[config.mk]
export PLATFORM = sky130hd
export DESIGN_NAME = vah_top
export DESIGN_NICKNAME = d
export VERILOG_FILES = /design/src/vah_pkg.sv /design/src/vah_top.sv
export SDC_FILE = /design/constraint.sdc
export NUM_CORES = 1
export LEC_CHECK = 0
export BUFFER_PORTS_ARGS = -buffer_cell sky130_fd_sc_hd__buf_2
export CORE_ASPECT_RATIO = 0.9
export CORE_MARGIN = 10
export CORE_UTILIZATION = 29
export CTS_CLUSTER_SIZE = 28
export DETAILED_ROUTE_END_ITERATION = 6
export SYNTH_ARGS = -nofsm -noshare
export SYNTH_HDL_FRONTEND = slang
export SYNTH_SLANG_ARGS = --single-unit
[constraint.sdc]
create_clock -name clk -period 26.3 [get_ports clk]
set_input_delay 2.63 -clock clk [delete_from_list [all_inputs] [get_ports clk]]
set_output_delay 2.63 -clock clk [all_outputs]
set_load 0.02 [all_outputs]
[src/vah_pkg.sv]
`default_nettype none
package vah_pkg;
    // timing
    localparam int unsigned CLK_PERIOD_NS   = 40;
    localparam int unsigned FRAME_PERIOD_MS = 20;
    localparam int unsigned FRAME_CYCLES    =
        FRAME_PERIOD_MS * 1000000 / CLK_PERIOD_NS;

    // hold (hangover) constants
    localparam logic [1:0]        BURST_LIMIT = 2'h3;
    localparam logic [1:0]        BURST_INIT  = 2'h0;
    localparam logic signed [3:0] HANG_LOAD   = 4'sh5;
    localparam logic signed [3:0] HANG_IDLE   = -4'sh1;

    // periodicity constants
    localparam logic signed [16:0] MATCH_LIMIT  = 17'sh0_0002;
    localparam logic [3:0]         PERIODIC_MIN = 4'h7;
    localparam logic [2:0]         TALLY_INIT   = 3'h0;
    localparam logic [15:0]        LAG0_INIT    = 16'h0015;
    localparam logic               PTCH_INIT    = 1'b1;

    // pseudo-float format
    localparam logic [15:0] MANT_NORM_MIN = 16'h4000;
    localparam logic [15:0] FLOOR_EXP     = 16'h0012;
    localparam logic [15:0] FLOOR_MANT    = 16'h668A;
    localparam logic [15:0] MARGIN_EXP    = 16'h001B;
    localparam logic [15:0] MARGIN_MANT   = 16'h6ACF;
    localparam logic [15:0] LIMIT_EXP     = 16'h0014;
    localparam logic [15:0] LIMIT_MANT    = 16'h445C;

    // register map
    localparam logic [11:0] ADDR_CTRL   = 12'h000;
    localparam logic [11:0] ADDR_STATUS = 12'h004;
    localparam logic [11:0] ADDR_FRAMES = 12'h008;
    localparam int unsigned CTRL_ENABLE  = 0;
    localparam int unsigned CTRL_RESTART = 1;
    localparam logic        CTRL_ENABLE_RST = 1'b1;
    localparam int unsigned ST_VAD     = 0;
    localparam int unsigned ST_RAW     = 1;
    localparam int unsigned ST_PTCH    = 2;
    localparam int unsigned ST_ADAPT   = 3;
    localparam int unsigned ST_BURST   = 4;
    localparam int unsigned ST_HANG    = 8;
    localparam int unsigned ST_TALLY1  = 12;
    localparam int unsigned ST_TALLY2  = 16;
    localparam int unsigned ST_WAIT    = 20;
    localparam int unsigned ST_FLOOR   = 21;
    localparam int unsigned ST_LIMIT   = 22;
    localparam int unsigned ST_UNNORM  = 23;
    localparam int unsigned ST_OVERDUE = 24;

    typedef struct packed {
        logic signed [15:0] exp;
        logic [15:0]        mant;
    } vah_pf_t;

    typedef struct packed {
        logic [3:0][15:0] lag;
    } vah_lags_t;

    typedef enum logic [1:0] {
        ST_IDLE    = 2'b01,
        ST_LAGWAIT = 2'b10
    } vah_state_t;
endpackage : vah_pkg
`default_nettype wire

[src/vah_top.sv]
// Contract
// RULE1 - run reaching 3 loads hold counter with 5 and clamps run at 3
// RULE2 - run counter increments on raw decision, clears to zero otherwise
// RULE3 - held flag is raw OR hold>=0; then hold decrements if >=0
// RULE4 - reset sets run counter 0 and hold counter -1
// RULE5 - periodic flag updates once per frame on vowel-like lag pattern
// RULE6 - periodic flag blocks threshold and noise model adaptation
// RULE7 - encoder supplies four lag values per frame, one per subframe
// RULE8 - remainder starts at larger lag, minus pair minima of first three
// RULE9 - tally counts pair when min(rem, small-rem) below 2
// RULE10 - tallies shift each frame; periodic when sum reaches 7
// RULE11 - last lag kept as lag zero of next frame; resets to 21
// RULE12 - reset sets periodic flag 1 and both tallies 0
// RULE13 - periodic flag computed after decision, when lags arrive
// RULE14 - decision uses periodic flag of the preceding frame
// RULE15 - decision starts once frame energies and coefficients valid
// RULE16 - reset returns all detector state to initial values
// RULE17 - energies and threshold held as 16-bit exponent plus mantissa
// RULE18 - mantissa normalised to at least 16384, value 2^e*m/32768
// RULE19 - pseudo-float compare decided first by exponents
// RULE20 - floor, margin and lower limit encoded as fixed exp/mant
// RULE21 - pseudo-float work uses only 16- or 32-bit integer ops
// RULE22 - raw decision true when filtered energy exceeds threshold
// RULE23 - equal exponents: compare decided by mantissas
// RULE24 - encoder pulses frame strobe, then separate lags strobe
//
// Our own choices: the APB slave port and the address map.
`timescale 1ns/10ps
`default_nettype none
module vah_top #(
    parameter int unsigned FRAME_CYCLES = vah_pkg::FRAME_CYCLES
) (
    input  wire logic              clk,
    input  wire logic              resetn,
    input  wire logic              psel,
    input  wire logic              penable,
    input  wire logic              pwrite,
    input  wire logic [11:0]       paddr,
    input  wire logic [31:0]       pwdata,
    output logic [31:0]            prdata,
    output logic                   pready,
    output logic                   pslverr,
    input  wire logic              frame_valid,
    input  wire vah_pkg::vah_pf_t  filt_energy,
    input  wire vah_pkg::vah_pf_t  thresh,
    input  wire vah_pkg::vah_pf_t  input_frame_energy,
    input  wire logic              lags_valid,
    input  wire vah_pkg::vah_lags_t lags,
    output logic                   vad_flag,
    output logic                   raw_flag,
    output logic                   decision_valid,
    output logic                   periodic,
    output logic                   adapt_allow,
    output logic                   energy_below_floor,
    output logic                   thresh_below_limit
);

    // pseudo-float greater-than, 16-bit compares only
    function automatic logic pf_gt(input vah_pkg::vah_pf_t a, // see RULE17
                                   input vah_pkg::vah_pf_t b);
        if (a.exp != b.exp) begin
            pf_gt = a.exp > b.exp; // see RULE19, RULE21
        end else begin
            pf_gt = a.mant > b.mant; // see RULE23
        end
    endfunction : pf_gt
    function automatic logic signed [16:0] lmin(input logic [15:0] a,
                                                input logic [15:0] b);
        lmin = (a < b) ? {1'b0, a} : {1'b0, b};
    endfunction : lmin
    function automatic logic signed [16:0] lmax(input logic [15:0] a,
                                                input logic [15:0] b);
        lmax = (a > b) ? {1'b0, a} : {1'b0, b};
    endfunction : lmax
    // small-minus-remainder may go negative; the signed min then counts it,
    // matching the 16-bit reference arithmetic
    function automatic logic [2:0] lag_tally(input logic [15:0] l [5]);
        logic signed [16:0] rem;
        logic signed [16:0] sml;
        logic signed [16:0] diff;
        logic [2:0]         n;
        n = vah_pkg::TALLY_INIT;
        for (int j = 1; j <= 4; j++) begin
            rem = lmax(l[j], l[j-1]); // see RULE8
            for (int i = 1; i <= 3; i++) begin
                sml = lmin(l[i], l[i-1]);
                if (rem >= sml) begin
                    rem = rem - sml; // see RULE8
                end
            end
            diff = lmin(l[j], l[j-1]) - rem;
            if (((rem < diff) ? rem : diff) < vah_pkg::MATCH_LIMIT) begin
                n = n + 3'h1; // see RULE9
            end
        end
        lag_tally = n;
    endfunction : lag_tally

    // control register and apb handshake
    logic        enable_q,  enable_d;
    logic        restart_q, restart_d;
    logic        pready_q,  pready_d;
    logic        pslverr_q, pslverr_d;
    logic [31:0] prdata_q,  prdata_d;
    logic        wr_fire,   mapped;
    logic [31:0] status_w;
    // detector state
    vah_pkg::vah_state_t state_q, state_d;
    logic [1:0]        burst_q,    burst_d;
    logic signed [3:0] hang_q,     hang_d;
    logic              vad_q,      vad_d;
    logic              raw_q,      raw_d;
    logic              dval_q,     dval_d;
    logic              ptch_q,     ptch_d;
    logic              adapt_q,    adapt_d;
    logic              floor_q,    floor_d;
    logic              limit_q,    limit_d;
    logic              unnorm_q,   unnorm_d;
    logic [2:0]        tally1_q,   tally1_d;
    logic [2:0]        tally2_q,   tally2_d;
    logic [15:0]       lag0_q,     lag0_d;
    logic [15:0]       frames_q,   frames_d;
    logic [19:0]       gap_q,      gap_d;
    logic              overdue_q,  overdue_d;
    logic              frame_fire, lag_fire;
    logic [2:0]        burst_inc,  new_tally;
    logic [15:0]       lag_vec [5];
    localparam vah_pkg::vah_pf_t FLOOR_PF =
        '{exp: vah_pkg::FLOOR_EXP, mant: vah_pkg::FLOOR_MANT}; // see RULE20
    localparam vah_pkg::vah_pf_t LIMIT_PF =
        '{exp: vah_pkg::LIMIT_EXP, mant: vah_pkg::LIMIT_MANT}; // see RULE20
    assign frame_fire = frame_valid && enable_q && !restart_q; // see RULE15
    assign lag_fire   = lags_valid && enable_q && !restart_q
                        && (state_q == vah_pkg::ST_LAGWAIT); // see RULE13

    always_comb begin
        lag_vec[0] = lag0_q; // see RULE11
        for (int k = 1; k <= 4; k++) begin
            lag_vec[k] = lags.lag[k-1]; // see RULE7
        end
    end

    assign new_tally = lag_tally(lag_vec);
    assign burst_inc = {1'b0, burst_q} + 3'h1;

    assign status_w = {7'h00,
                       overdue_q,
                       unnorm_q,
                       limit_q,
                       floor_q,
                       (state_q == vah_pkg::ST_LAGWAIT),
                       1'b0, tally2_q,
                       1'b0, tally1_q,
                       hang_q,
                       2'h0, burst_q,
                       adapt_q, ptch_q, raw_q, vad_q};

    // apb: pready raised for the access phase, zero wait states
    assign mapped  = (paddr == vah_pkg::ADDR_CTRL)
                     || (paddr == vah_pkg::ADDR_STATUS)
                     || (paddr == vah_pkg::ADDR_FRAMES);
    assign wr_fire = psel && penable && pready_q && pwrite
                     && (paddr == vah_pkg::ADDR_CTRL);

    always_comb begin
        pready_d  = psel && !penable;
        pslverr_d = pslverr_q;
        prdata_d  = prdata_q;
        if (psel && !penable) begin
            pslverr_d = !mapped;
            prdata_d  = 32'h0000_0000;
            if (!pwrite) begin
                case (paddr)
                    vah_pkg::ADDR_CTRL: begin
                        prdata_d[vah_pkg::CTRL_ENABLE] = enable_q;
                    end
                    vah_pkg::ADDR_STATUS: begin
                        prdata_d = status_w;
                    end
                    vah_pkg::ADDR_FRAMES: begin
                        prdata_d[15:0] = frames_q;
                    end
                    default: begin
                        prdata_d = 32'h0000_0000;
                    end
                endcase
            end
        end else if (!psel) begin
            pslverr_d = 1'b0;
        end
    end

    always_comb begin
        enable_d  = enable_q;
        restart_d = 1'b0;
        if (wr_fire) begin
            enable_d  = pwdata[vah_pkg::CTRL_ENABLE];
            restart_d = pwdata[vah_pkg::CTRL_RESTART];
        end
    end

    always_ff @(posedge clk or negedge resetn) begin
        if (!resetn) begin
            pready_q  <= 1'b0;
            pslverr_q <= 1'b0;
            prdata_q  <= 32'h0000_0000;
            enable_q  <= vah_pkg::CTRL_ENABLE_RST;
            restart_q <= 1'b0;
        end else begin
            pready_q  <= pready_d;
            pslverr_q <= pslverr_d;
            prdata_q  <= prdata_d;
            enable_q  <= enable_d;
            restart_q <= restart_d;
        end
    end

    // frame decision, hold, and periodicity
    always_comb begin
        state_d   = state_q;
        burst_d   = burst_q;
        hang_d    = hang_q;
        vad_d     = vad_q;
        raw_d     = raw_q;
        dval_d    = 1'b0;
        ptch_d    = ptch_q;
        adapt_d   = adapt_q;
        floor_d   = floor_q;
        limit_d   = limit_q;
        unnorm_d  = unnorm_q;
        tally1_d  = tally1_q;
        tally2_d  = tally2_q;
        lag0_d    = lag0_q;
        frames_d  = frames_q;
        if (restart_q) begin
            state_d  = vah_pkg::ST_IDLE; // see RULE16
            burst_d  = vah_pkg::BURST_INIT;
            hang_d   = vah_pkg::HANG_IDLE;
            vad_d    = 1'b0;
            raw_d    = 1'b0;
            ptch_d   = vah_pkg::PTCH_INIT;
            adapt_d  = 1'b0;
            tally1_d = vah_pkg::TALLY_INIT;
            tally2_d = vah_pkg::TALLY_INIT;
            lag0_d   = vah_pkg::LAG0_INIT;
        end else begin
            case (state_q)
                vah_pkg::ST_IDLE: begin
                    if (frame_fire) begin
                        state_d = vah_pkg::ST_LAGWAIT;
                    end
                end
                vah_pkg::ST_LAGWAIT: begin
                    if (lag_fire && !frame_fire) begin
                        state_d = vah_pkg::ST_IDLE;
                    end
                end
                default: begin
                    state_d = vah_pkg::ST_IDLE;
                end
            endcase
            if (frame_fire) begin
                dval_d   = 1'b1;
                frames_d = frames_q + 16'h0001;
                raw_d    = pf_gt(filt_energy, thresh); // see RULE22
                burst_d  = raw_d ? burst_inc[1:0] : 2'h0; // see RULE2
                if (raw_d && (burst_inc >= {1'b0, vah_pkg::BURST_LIMIT})) begin
                    hang_d  = vah_pkg::HANG_LOAD; // see RULE1
                    burst_d = vah_pkg::BURST_LIMIT; // see RULE1
                end
                vad_d = raw_d || (hang_d >= 4'sh0); // see RULE3
                if (hang_d >= 4'sh0) begin
                    hang_d = hang_d - 4'sh1; // see RULE3
                end
                // ptch_q here still belongs to the previous frame
                adapt_d  = !ptch_q; // see RULE6, RULE14
                floor_d  = pf_gt(FLOOR_PF, input_frame_energy);
                limit_d  = pf_gt(LIMIT_PF, thresh);
                unnorm_d = (filt_energy.mant < vah_pkg::MANT_NORM_MIN)
                    || (thresh.mant < vah_pkg::MANT_NORM_MIN)
                    || (input_frame_energy.mant
                        < vah_pkg::MANT_NORM_MIN); // see RULE18
            end
            if (lag_fire && !frame_fire) begin
                tally2_d = tally1_q; // see RULE10
                tally1_d = new_tally; // see RULE10
                ptch_d   = ({1'b0, tally1_d} + {1'b0, tally2_d})
                           >= vah_pkg::PERIODIC_MIN; // see RULE5
                adapt_d  = adapt_q && !ptch_d; // see RULE6
                lag0_d   = lags.lag[3]; // see RULE11
            end
        end
    end

    // watchdog: a frame strobe should come every frame period
    always_comb begin
        gap_d     = gap_q;
        overdue_d = overdue_q;
        if (frame_fire || restart_q) begin
            gap_d     = 20'h0_0000;
            overdue_d = 1'b0;
        end else if (gap_q >= FRAME_CYCLES[19:0]) begin
            overdue_d = 1'b1;
        end else begin
            gap_d = gap_q + 20'h0_0001;
        end
    end

    always_ff @(posedge clk or negedge resetn) begin
        if (!resetn) begin
            state_q   <= vah_pkg::ST_IDLE; // see RULE16
            burst_q   <= vah_pkg::BURST_INIT; // see RULE4
            hang_q    <= vah_pkg::HANG_IDLE; // see RULE4
            vad_q     <= 1'b0;
            raw_q     <= 1'b0;
            dval_q    <= 1'b0;
            ptch_q    <= vah_pkg::PTCH_INIT; // see RULE12
            adapt_q   <= 1'b0;
            floor_q   <= 1'b0;
            limit_q   <= 1'b0;
            unnorm_q  <= 1'b0;
            tally1_q  <= vah_pkg::TALLY_INIT; // see RULE12
            tally2_q  <= vah_pkg::TALLY_INIT; // see RULE12
            lag0_q    <= vah_pkg::LAG0_INIT; // see RULE11
            frames_q  <= 16'h0000;
            gap_q     <= 20'h0_0000;
            overdue_q <= 1'b0;
        end else begin
            state_q   <= state_d;
            burst_q   <= burst_d;
            hang_q    <= hang_d;
            vad_q     <= vad_d;
            raw_q     <= raw_d;
            dval_q    <= dval_d;
            ptch_q    <= ptch_d;
            adapt_q   <= adapt_d;
            floor_q   <= floor_d;
            limit_q   <= limit_d;
            unnorm_q  <= unnorm_d;
            tally1_q  <= tally1_d;
            tally2_q  <= tally2_d;
            lag0_q    <= lag0_d;
            frames_q  <= frames_d;
            gap_q     <= gap_d;
            overdue_q <= overdue_d;
        end
    end

    assign prdata             = prdata_q;
    assign pready             = pready_q;
    assign pslverr            = pslverr_q;
    assign vad_flag           = vad_q;
    assign raw_flag           = raw_q;
    assign decision_valid     = dval_q;
    assign periodic           = ptch_q;
    assign adapt_allow        = adapt_q;
    assign energy_below_floor = floor_q;
    assign thresh_below_limit = limit_q;
endmodule : vah_top
`default_nettype wire

==> results.py, run 1 <==
metrics = {
    "cells_and_area": {
        "layout-drive-gt1-share": 0.1120,
        "fin_area_mm2": 0.02732,
        "syn2layout_area_growth_pct": 11.37,
        "stdcell_count": 4734,
        "finalNetCount": 4219,
    },
    "worst_setup_path": {
        "arrival_ns": 22.33,
        "cpMostUsedCell": "o21ai_0",
        "cp.required_ns": 26.59,
        "start_kind": "input pin",
        "max_stage_delay_ns": 0.67,
        "crit_path_end_kind": "flip-flop",
        "cp_max_fo": 32,
        "slowest_stage": "o21ai_1",
        "worstSetupPathType": "input pin to flip-flop",
    },
    "power": {
        "peakVddDrop_mv": 0.1427,
        "pwr_density_cell_mw_per_mm2": 155.2,
        "p_leak_nw": 13.24,
    },
    "detailed_routing": {
        "ant_nets": 0,
        "dr.pass1.iters": 6,
        "routed_wl_um": 93980,
        "drtIter0Drc": 2440,
        "viasPerCell": 5.465,
        "drc_errors": 0,
        "via_count": 25870,
        "wl_per_cell_um": 19.85,
    },
    "job": {
        "max_cap_violations": 1,
    },
    "timing": {
        "period_needed_ns": 22.03,
        "clock_skew_ns": 0.02780,
        "worst_pin_slew_ns": 1.514,
        "slew_headroom": -0.03843,
        "timing.fmax_mhz": 45.39,
        "hold_viol_final": 0,
        "fin_crit_sh": 0.8377,
        "finalSetupTns_ns": 0,
        "rsz0062_at_grt": "false",
        "slew_violations": 6,
        "setup_viol": 0,
    },
    "synthesis": {
        "ys_top_cells_by_area": "ha_1 (21%), dfrtp_1 (9.5%), o21ai_0 (6.1%)",
        "synth.avg_cell_area_um2": 7.197,
        "synth_common_cells": "ha_1 (403), nand2_1 (377), inv_1 (341)",
        "synth_cells": 3408,
        "synth.most_common_cell": "ha_1",
        "syn_area_mm2": 0.02453,
        "seq_area_frac_synth": 0.1056,
        "synth_top_area_frac": 0.2056,
        "synth_area_leader_cell": "ha_1",
        "ys_ff_latch": 103,
        "synth_edf_count": 0,
        "synth_flop_cell": "dfrtp_1",
        "synth_warnings": 0,
        "yosys.cell_types.count": 99,
        "async_reset_ff_frac": 1.000,
    },
    "die": {
        "fp.dieArea_mm2": 0.09662,
        "pin_count": 252,
        "die_h_um": 295.9,
        "start_util": 0.2914,
        "dieWidth_um": 326.6,
        "rows": 101,
        "coreArea_mm2": 0.08416,
    },
    "run_status": {
        "violations": "max-capacitance violations, max-slew violations",
        "status": "complete, but fails checks",
    },
    "clocking": {
        "max-clock-path-buffers": 2,
        "cts_hold_buf": 0,
        "post_cts_buffers": 0,
        "post_cts_resized": 0,
        "ctsHtreeMaxLevel": 3,
        "clkLatencyLatePin_ns": 0.39,
        "cts_sinks": 103,
        "clk_pin_slew_ns": 0.08,
        "numCtsBuffers": 9,
        "cts_tree": "done",
        "cts_root_buffer": "clkbuf_16",
    },
    "global_route": {
        "first_global_vias": 23729,
        "grt_antenna_before_repair": 6,
        "grt_usage": 0.1848,
        "grt_overflow": 0,
        "grt_pass1_wl_um": 140500,
        "grt_max_degree": 59,
    },
    "placed_design": {
        "place_area_mm2": 0.02699,
        "gp_congestion": 0.9645,
        "port_buffers": 213,
        "dp_hpwl_um": 77510,
        "dpl.cell_count": 4715,
    },
    "hold_path": {
        "hp-class": "flip-flop to flip-flop",
    },
}
## cell families (layout without fill, tap and decap cells)
logic type / count (synthesis) / count (layout) / synth area share
flip-flops: 103 / 103 / 0.1056
adder cells (fa/ha/maj): 417 / 417 / 0.2162
AND/OR/NAND/NOR: 1104 / 1104 / 0.2147
AO/OA/AOI/OAI: 1024 / 1024 / 0.2662
buffers and inverters: 422 / 605 / 0.06596
XOR/XNOR: 210 / 210 / 0.07499
other: 1 / 11 / 0.0001529
multiplexers: 127 / 127 / 0.05627
## area by class of cell
type	count	area, um2
Antenna cell	3	7.507
Clock buffer	9	225.2
Clock inverter	7	90.09
Fill cell	9193	56850
Inverter	342	1284
Multi-Input combinational cell	2890	20380
Sequential cell	103	2590
Tap cell	1133	1418
Timing Repair Buffer	247	1324
## critical path: cells and delay by family
family / cells / cell delay [ns]
fa+ha+maj: 8 / 2.47
xor+xnor: 2 / 0.41
mux: 5 / 1.72
simple gates: 9 / 1.39
compound gates: 56 / 11.93
buf+inv: 8 / 1.69
## stage by stage
step | utilization | setup slack, ns | total power, mW | hold WS [ns]
floorplan | - | 5.765 | 3.178 | 0.4454
global placement | 0.3207 | 4.670 | 3.954 | 0.4565
detailed placement | 0.3207 | 4.495 | 4.005 | 0.4657
CTS | 0.3245 | 4.755 | 4.188 | 0.4832
global route | 0.3245 | 2.719 | 4.728 | 0.5125
finish | 0.3246 | 4.268 | 4.239 | 0.4789
## final timing paths
kind	cells after the start	slack, ns	end	from
min reg2reg	2	0.48	prdata[18]	prdata[18]
max	88	4.27	periodic	lags[17]
max reg2reg	74	6.60	periodic	lag0_q[13]
max in group asynchronous	2	22.84	lag0_q[1]	resetn
min in group asynchronous	1	2.31	pslverr	resetn
min	2	0.48	prdata[18]	prdata[18]
## layer usage
layer	share of wire	up-vias	GRT usage
met3	0.096	91	0.03158
met5	0.00011	-	0
met1	0.46	12065	0.2611
met4	0.030	2	0.05121
met2	0.41	1023	0.2853
li1	-	12689	-
## cell usage in the layout (no fill, tap or decap), drive strengths merged, types with 16 or more instances in the layout
cell type	instances
a31oi	29
or3	25
nor2b	43
mux2	84
o21ai	307
o21a	47
nand2b	42
o21bai	23
nand3	64
nand2	377
a211oi	18
xor2	72
buf	247
a22oi	16
xnor2	138
o31ai	44
mux2i	43
and3	26
ha	403
dfrtp	93
inv	344
nor2	271
a21boi	34
nor4	28
nor3	66
o211ai	21
nand4	79
a21oi	248
and2	19
a21o	114
## power by group
group | total, mW | switching [mW] | internal, mW
sequential | 0.186 | 0.0139 | 0.172
combinational | 3.90 | 2.26 | 1.64
clock | 0.152 | 0.0759 | 0.0765
total | 4.24 | 2.35 | 1.89
## registers in the layout (all words and copies together) (netlist names), 2 cells and up
signal	cells
burst_q	2
frames_q	16
gap_q	20
hang_q	4
lag0_q	16
prdata	24
state_q	2
tally1_q	3
tally2_q	3
Note: power is estimated with default switching activity, not from simulation.
==> inputs of run 2 (changes only) <==
==> constraint.sdc (replaced) <==
create_clock -name clk -period 22.5 [get_ports clk]
set_input_delay 2.25 -clock clk [delete_from_list [all_inputs] [get_ports clk]]
set_output_delay 2.25 -clock clk [all_outputs]
set_load 0.02 [all_outputs]
==> results.py, run 2 (synthesis results as in run 1) <==
metrics = {
    "cells_and_area": {
        "final_cell_mix": "ha_1 (403), nand2_1 (377), inv_1 (341)",
        "largest_register_ffs": 24,
        "finalNetCount": 4222,
        "final_common_cell": "ha_1",
        "layout-drive-gt1-share": 0.1141,
        "syn2layout_area_growth_pct": 11.56,
    },
    "clocking": {
        "numCtsBuffers": 9,
        "cts_hold_buf": 0,
        "max-clock-path-buffers": 2,
        "ctsHtreeMaxLevel": 3,
        "clkLatencyLatePin_ns": 0.39,
        "cts_sinks": 103,
        "cts_tree": "done",
        "cts_root_buffer": "clkbuf_16",
        "clk_pin_slew_ns": 0.08,
    },
    "die": {
        "die_h_um": 295.9,
        "coreArea_mm2": 0.08416,
        "fp.dieArea_mm2": 0.09662,
        "start_util": 0.2914,
        "pin_count": 252,
        "dieWidth_um": 326.6,
        "rows": 101,
    },
    "run_status": {
        "status": "finished, final reports clean",
    },
    "global_route": {
        "grt_antenna_before_repair": 13,
        "grt_overflow": 0,
        "first_global_vias": 23716,
        "grt_usage": 0.1835,
        "grt_pass1_wl_um": 138800,
        "grt_max_degree": 61,
    },
    "worst_setup_path": {
        "r2r_cells": 72,
        "cpMostUsedCell": "o21ai_0",
        "rr_startpoint": "lag0_q[1]",
        "crit_path_end_kind": "flip-flop",
        "start_kind": "input pin",
        "cp.required_ns": 22.80,
        "worstSetupPathType": "input pin to flip-flop",
        "r2r_end": "periodic",
        "max_stage_delay_ns": 0.49,
        "rrSetupSlack_ns": 3.44,
        "cp_max_fo": 28,
        "cp-startpoint": "lags[33]",
        "arrival_ns": 21.24,
        "slowest_stage": "or4_1",
    },
    "placed_design": {
        "place_ws_ns": 1.462,
        "dp_hpwl_um": 77360,
        "port_buffers": 213,
        "gp_congestion": 0.9786,
    },
    "power": {
        "peakVddDrop_mv": 0.1808,
        "pwr_density_cell_mw_per_mm2": 180.5,
        "pwr-share-clk": 0.034,
        "switching_share": 0.5543,
        "seqPwrFrac": 0.044,
        "power_switching_mw": 2.738,
        "pwr-share-comb": 0.922,
        "internal_power_mw": 2.202,
        "p_leak_nw": 13.24,
    },
    "timing": {
        "hold_viol_final": 0,
        "fin_crit_sh": 0.9304,
        "finalSetupTns_ns": 0,
        "period_needed_ns": 20.93,
        "slew_violations": 0,
        "timing.final.ws_setup_ns": 1.566,
        "slew_headroom": 0.1988,
        "timing.fmax_mhz": 47.77,
        "clock_skew_ns": 0.01743,
        "rsz0062_at_grt": "false",
        "worst_pin_slew_ns": 1.189,
        "setup_viol": 0,
    },
    "detailed_routing": {
        "via_count": 25853,
        "drtIter0Drc": 2502,
        "drc_errors": 0,
        "dr.pass1.iters": 6,
        "wl_per_cell_um": 19.67,
        "ant_nets": 0,
        "viasPerCell": 5.455,
        "routed_wl_um": 93220,
    },
    "hold_path": {
        "min_delay_path_depth": 2,
        "hold_start": "prdata[18]",
        "worstHoldEndpoint": "prdata[18]",
        "hp-class": "flip-flop to flip-flop",
    },
    "job": {
        "max_cap_violations": 0,
    },
}
run 2: cell type report:
type	count	area [um2]
diodes	5	12.51
repair buffers	250	1346
multi-input cells	2890	20400
well taps	1133	1418
clock buffers	9	225.2
inverters	342	1284
fillers	9182	56800
clock inverters	7	91.34
flip-flops and latches	103	2590
run 2: worst max path at each step:
stage / slack (ns) / end / cells past startpoint
2_1_floorplan: 2.34 / periodic / 90
3_3_place_gp: 1.58 / periodic / 72
3_5_place_dp: 1.46 / periodic / 75
4_1_cts: 1.77 / periodic / 76
5_1_grt: 0.01 / periodic / 77
6_report: 1.57 / periodic / 88
run 2: timing repair:
action,CTS,global route
resized for setup,0,6
buffers inserted,0,0
endpoints found under the setup margin,0,2
run 2: critical path, delay by kind of cell:
family	cells	cell delay (ns)
fa+ha+maj	7	2.39
buf+inv	9	1.93
xor+xnor	2	0.36
compound gates	54	10.13
mux	6	2.46
simple gates	10	1.66
run 2: metrics by stage:
stage | util | std cells | instance area [um2] | hold WS (ns) | power (mW)
final | 0.3251 | 4739 | 27360 | 0.4785 | 4.940
after global routing | 0.3250 | 4736 | 27360 | 0.5149 | 5.555
after CTS | 0.3247 | 4734 | 27330 | 0.4848 | 4.888
after detailed placement | 0.3210 | 4718 | 27010 | 0.4651 | 4.676
after global placement | 0.3210 | 4718 | 27010 | 0.4579 | 4.621
after floorplan | - | 3415 | 24550 | 0.4454 | 3.715
run 2: metal layers:
layer	vias to the layer above	part of all wire	global-route usage
li1	12699	-	-
met1	11935	0.44	0.2441
met2	1064	0.40	0.2713
met3	151	0.11	0.05537
met4	4	0.046	0.07837
met5	-	0.00029	0
run 2: power by group through the flow:
stage	clock [mW]	combinational (mW)	sequential, mW
detailed placement	0	4.46	0.220
global placement	0	4.40	0.220
global route	0.181	5.15	0.220
finish	0.170	4.55	0.217
floorplan	0	3.50	0.217
CTS	0.175	4.50	0.217
==> inputs of run 3 (changes only) <==
--- a/config.mk
+++ b/config.mk
@@ -5,12 +5,12 @@
 export SDC_FILE = /design/constraint.sdc
 export NUM_CORES = 1
 export LEC_CHECK = 0
-export BUFFER_PORTS_ARGS = -buffer_cell sky130_fd_sc_hd__buf_2
 export CORE_ASPECT_RATIO = 0.9
 export CORE_MARGIN = 10
 export CORE_UTILIZATION = 29
 export CTS_CLUSTER_SIZE = 28
 export DETAILED_ROUTE_END_ITERATION = 6
+export DONT_BUFFER_PORTS = 1
 export SYNTH_ARGS = -nofsm -noshare
 export SYNTH_HDL_FRONTEND = slang
 export SYNTH_SLANG_ARGS = --single-unit
==> results.py, run 3 (synthesis results as in run 1) <==
metrics = {
    "global_route": {
        "grt_usage": 0.1828,
        "grt_antenna_before_repair": 0,
        "grt_overflow": 0,
        "first_global_vias": 22637,
        "grt_max_degree": 104,
        "grt_pass1_wl_um": 138000,
    },
    "power": {
        "pwr_density_cell_mw_per_mm2": 186.8,
        "power_switching_mw": 2.714,
        "pwr-share-clk": 0.035,
        "seqPwrFrac": 0.044,
        "pwr-share-comb": 0.921,
        "peakVddDrop_mv": 0.1819,
        "internal_power_mw": 2.189,
        "power_mw": 4.903,
        "switching_share": 0.5535,
        "p_leak_nw": 12.34,
    },
    "die": {
        "start_util": 0.2914,
        "rows": 101,
        "fp.dieArea_mm2": 0.09662,
        "coreArea_mm2": 0.08416,
        "dieWidth_um": 326.6,
        "die_h_um": 295.9,
        "pin_count": 252,
    },
    "placed_design": {
        "place_ws_ns": 1.300,
        "dpl.cell_count": 4501,
        "port_buffers": 0,
        "place_area_mm2": 0.02591,
        "dp_hpwl_um": 76620,
        "gp_congestion": 0.9915,
    },
    "worst_setup_path": {
        "start_kind": "input pin",
        "rr_startpoint": "lag0_q[1]",
        "crit_path_end_kind": "flip-flop",
        "slowest_stage": "inv_1",
        "cp.required_ns": 22.81,
        "arrival_ns": 21.43,
        "r2r_cells": 73,
        "rrSetupSlack_ns": 2.59,
        "worstSetupPathType": "input pin to flip-flop",
        "r2r_end": "periodic",
        "cpMostUsedCell": "o21ai_0",
        "cp_max_fo": 35,
        "max_stage_delay_ns": 0.64,
    },
    "timing": {
        "timing.final.ws_setup_ns": 1.377,
        "clock_skew_ns": 0.02246,
        "fin_crit_sh": 0.9388,
        "slew_violations": 0,
        "setup_viol": 0,
        "slew_headroom": 0.2356,
        "finalSetupTns_ns": 0,
        "rsz0062_at_grt": "false",
        "hold_viol_final": 0,
        "period_needed_ns": 21.12,
        "worst_pin_slew_ns": 1.135,
        "timing.fmax_mhz": 47.34,
        "holdWs_ns": 0.4942,
    },
    "detailed_routing": {
        "drtIter0Drc": 2153,
        "wl_per_cell_um": 20.61,
        "drc_errors": 0,
        "via_count": 24934,
        "viasPerCell": 5.518,
        "ant_nets": 0,
        "dr.pass1.iters": 5,
        "routed_wl_um": 93150,
    },
    "hold_path": {
        "hp-class": "flip-flop to flip-flop",
        "hold_start": "frames_q[4]",
        "min_delay_path_depth": 1,
        "worstHoldEndpoint": "frames_q[4]",
    },
    "clocking": {
        "cts_tree": "done",
        "numCtsBuffers": 9,
        "post_cts_buffers": 0,
        "max-clock-path-buffers": 2,
        "ctsHtreeMaxLevel": 3,
        "cts_root_buffer": "clkbuf_16",
        "clkLatencyLatePin_ns": 0.39,
        "clk_pin_slew_ns": 0.09,
        "cts_sinks": 103,
    },
    "cells_and_area": {
        "finalNetCount": 4005,
        "postLayoutCoreUtil": 0.3119,
        "syn2layout_area_growth_pct": 7.009,
        "fin_area_mm2": 0.02625,
        "final_cell_mix": "ha_1 (403), nand2_1 (377), inv_1 (341)",
        "largest_register_ffs": 24,
        "layout-drive-gt1-share": 0.05615,
        "stdcell_count": 4519,
        "final_common_cell": "ha_1",
    },
    "job": {
        "max_cap_violations": 0,
    },
    "run_status": {
        "status": "finished, final reports clean",
    },
}
run 3: cell types whose count changed in the layout (fill, tap and decap cells not counted), sizes merged:
cell	before	now
buf	250	33
diode	5	2
run 3: power groups by stage:
| stage | clock network [mW] | logic, mW | registers, mW |
|---|---|---|---|
| after floorplan | 0 | 3.50 | 0.217 |
| after global placement | 0 | 4.36 | 0.220 |
| after detailed placement | 0 | 4.42 | 0.221 |
| after CTS | 0.176 | 4.46 | 0.217 |
| after global routing | 0.182 | 5.09 | 0.221 |
| final | 0.171 | 4.51 | 0.218 |
run 3: worst max-delay path by stage:
stage	start	endpoint	slack, ns	cells past startpoint
floorplan	lags[33]	periodic	2.34	90
global placement	lags[17]	periodic	1.53	83
detailed placement	lags[17]	periodic	1.30	83
CTS	lags[17]	periodic	1.63	83
global route	lags[13]	adapt_allow	0.02	72
finish	lags[13]	periodic	1.38	74
run 3: critical path: cells and delay by family:
kind	cells	cell delay, ns
compound gates	42	10.05
xor+xnor	2	0.30
fa+ha+maj	9	3.02
buf+inv	4	1.31
mux	6	2.09
simple gates	11	2.38
run 3: repair_timing:
action	4_1_cts	5_1_grt
gates resized for setup	0	4
hold buffers	0	0
setup endpoints to repair	0	2
run 3: final cells by class:
cell class,instances,area [um2]
Multi-Input combinational cell,2890,20390
Antenna cell,2,5.005
Clock inverter,7,91.34
Clock buffer,9,225.2
Inverter,342,1284
Tap cell,1133,1418
Timing Repair Buffer,33,247.7
Sequential cell,103,2590
Fill cell,9269,57920
run 3: per-layer routing:
metal | up-vias | global-route usage | share of wire
li1 | 12228 | - | -
met1 | 11636 | 0.2500 | 0.45
met2 | 984 | 0.2833 | 0.42
met3 | 86 | 0.04751 | 0.10
met4 | 0 | 0.04345 | 0.024
met5 | - | 0 | 0
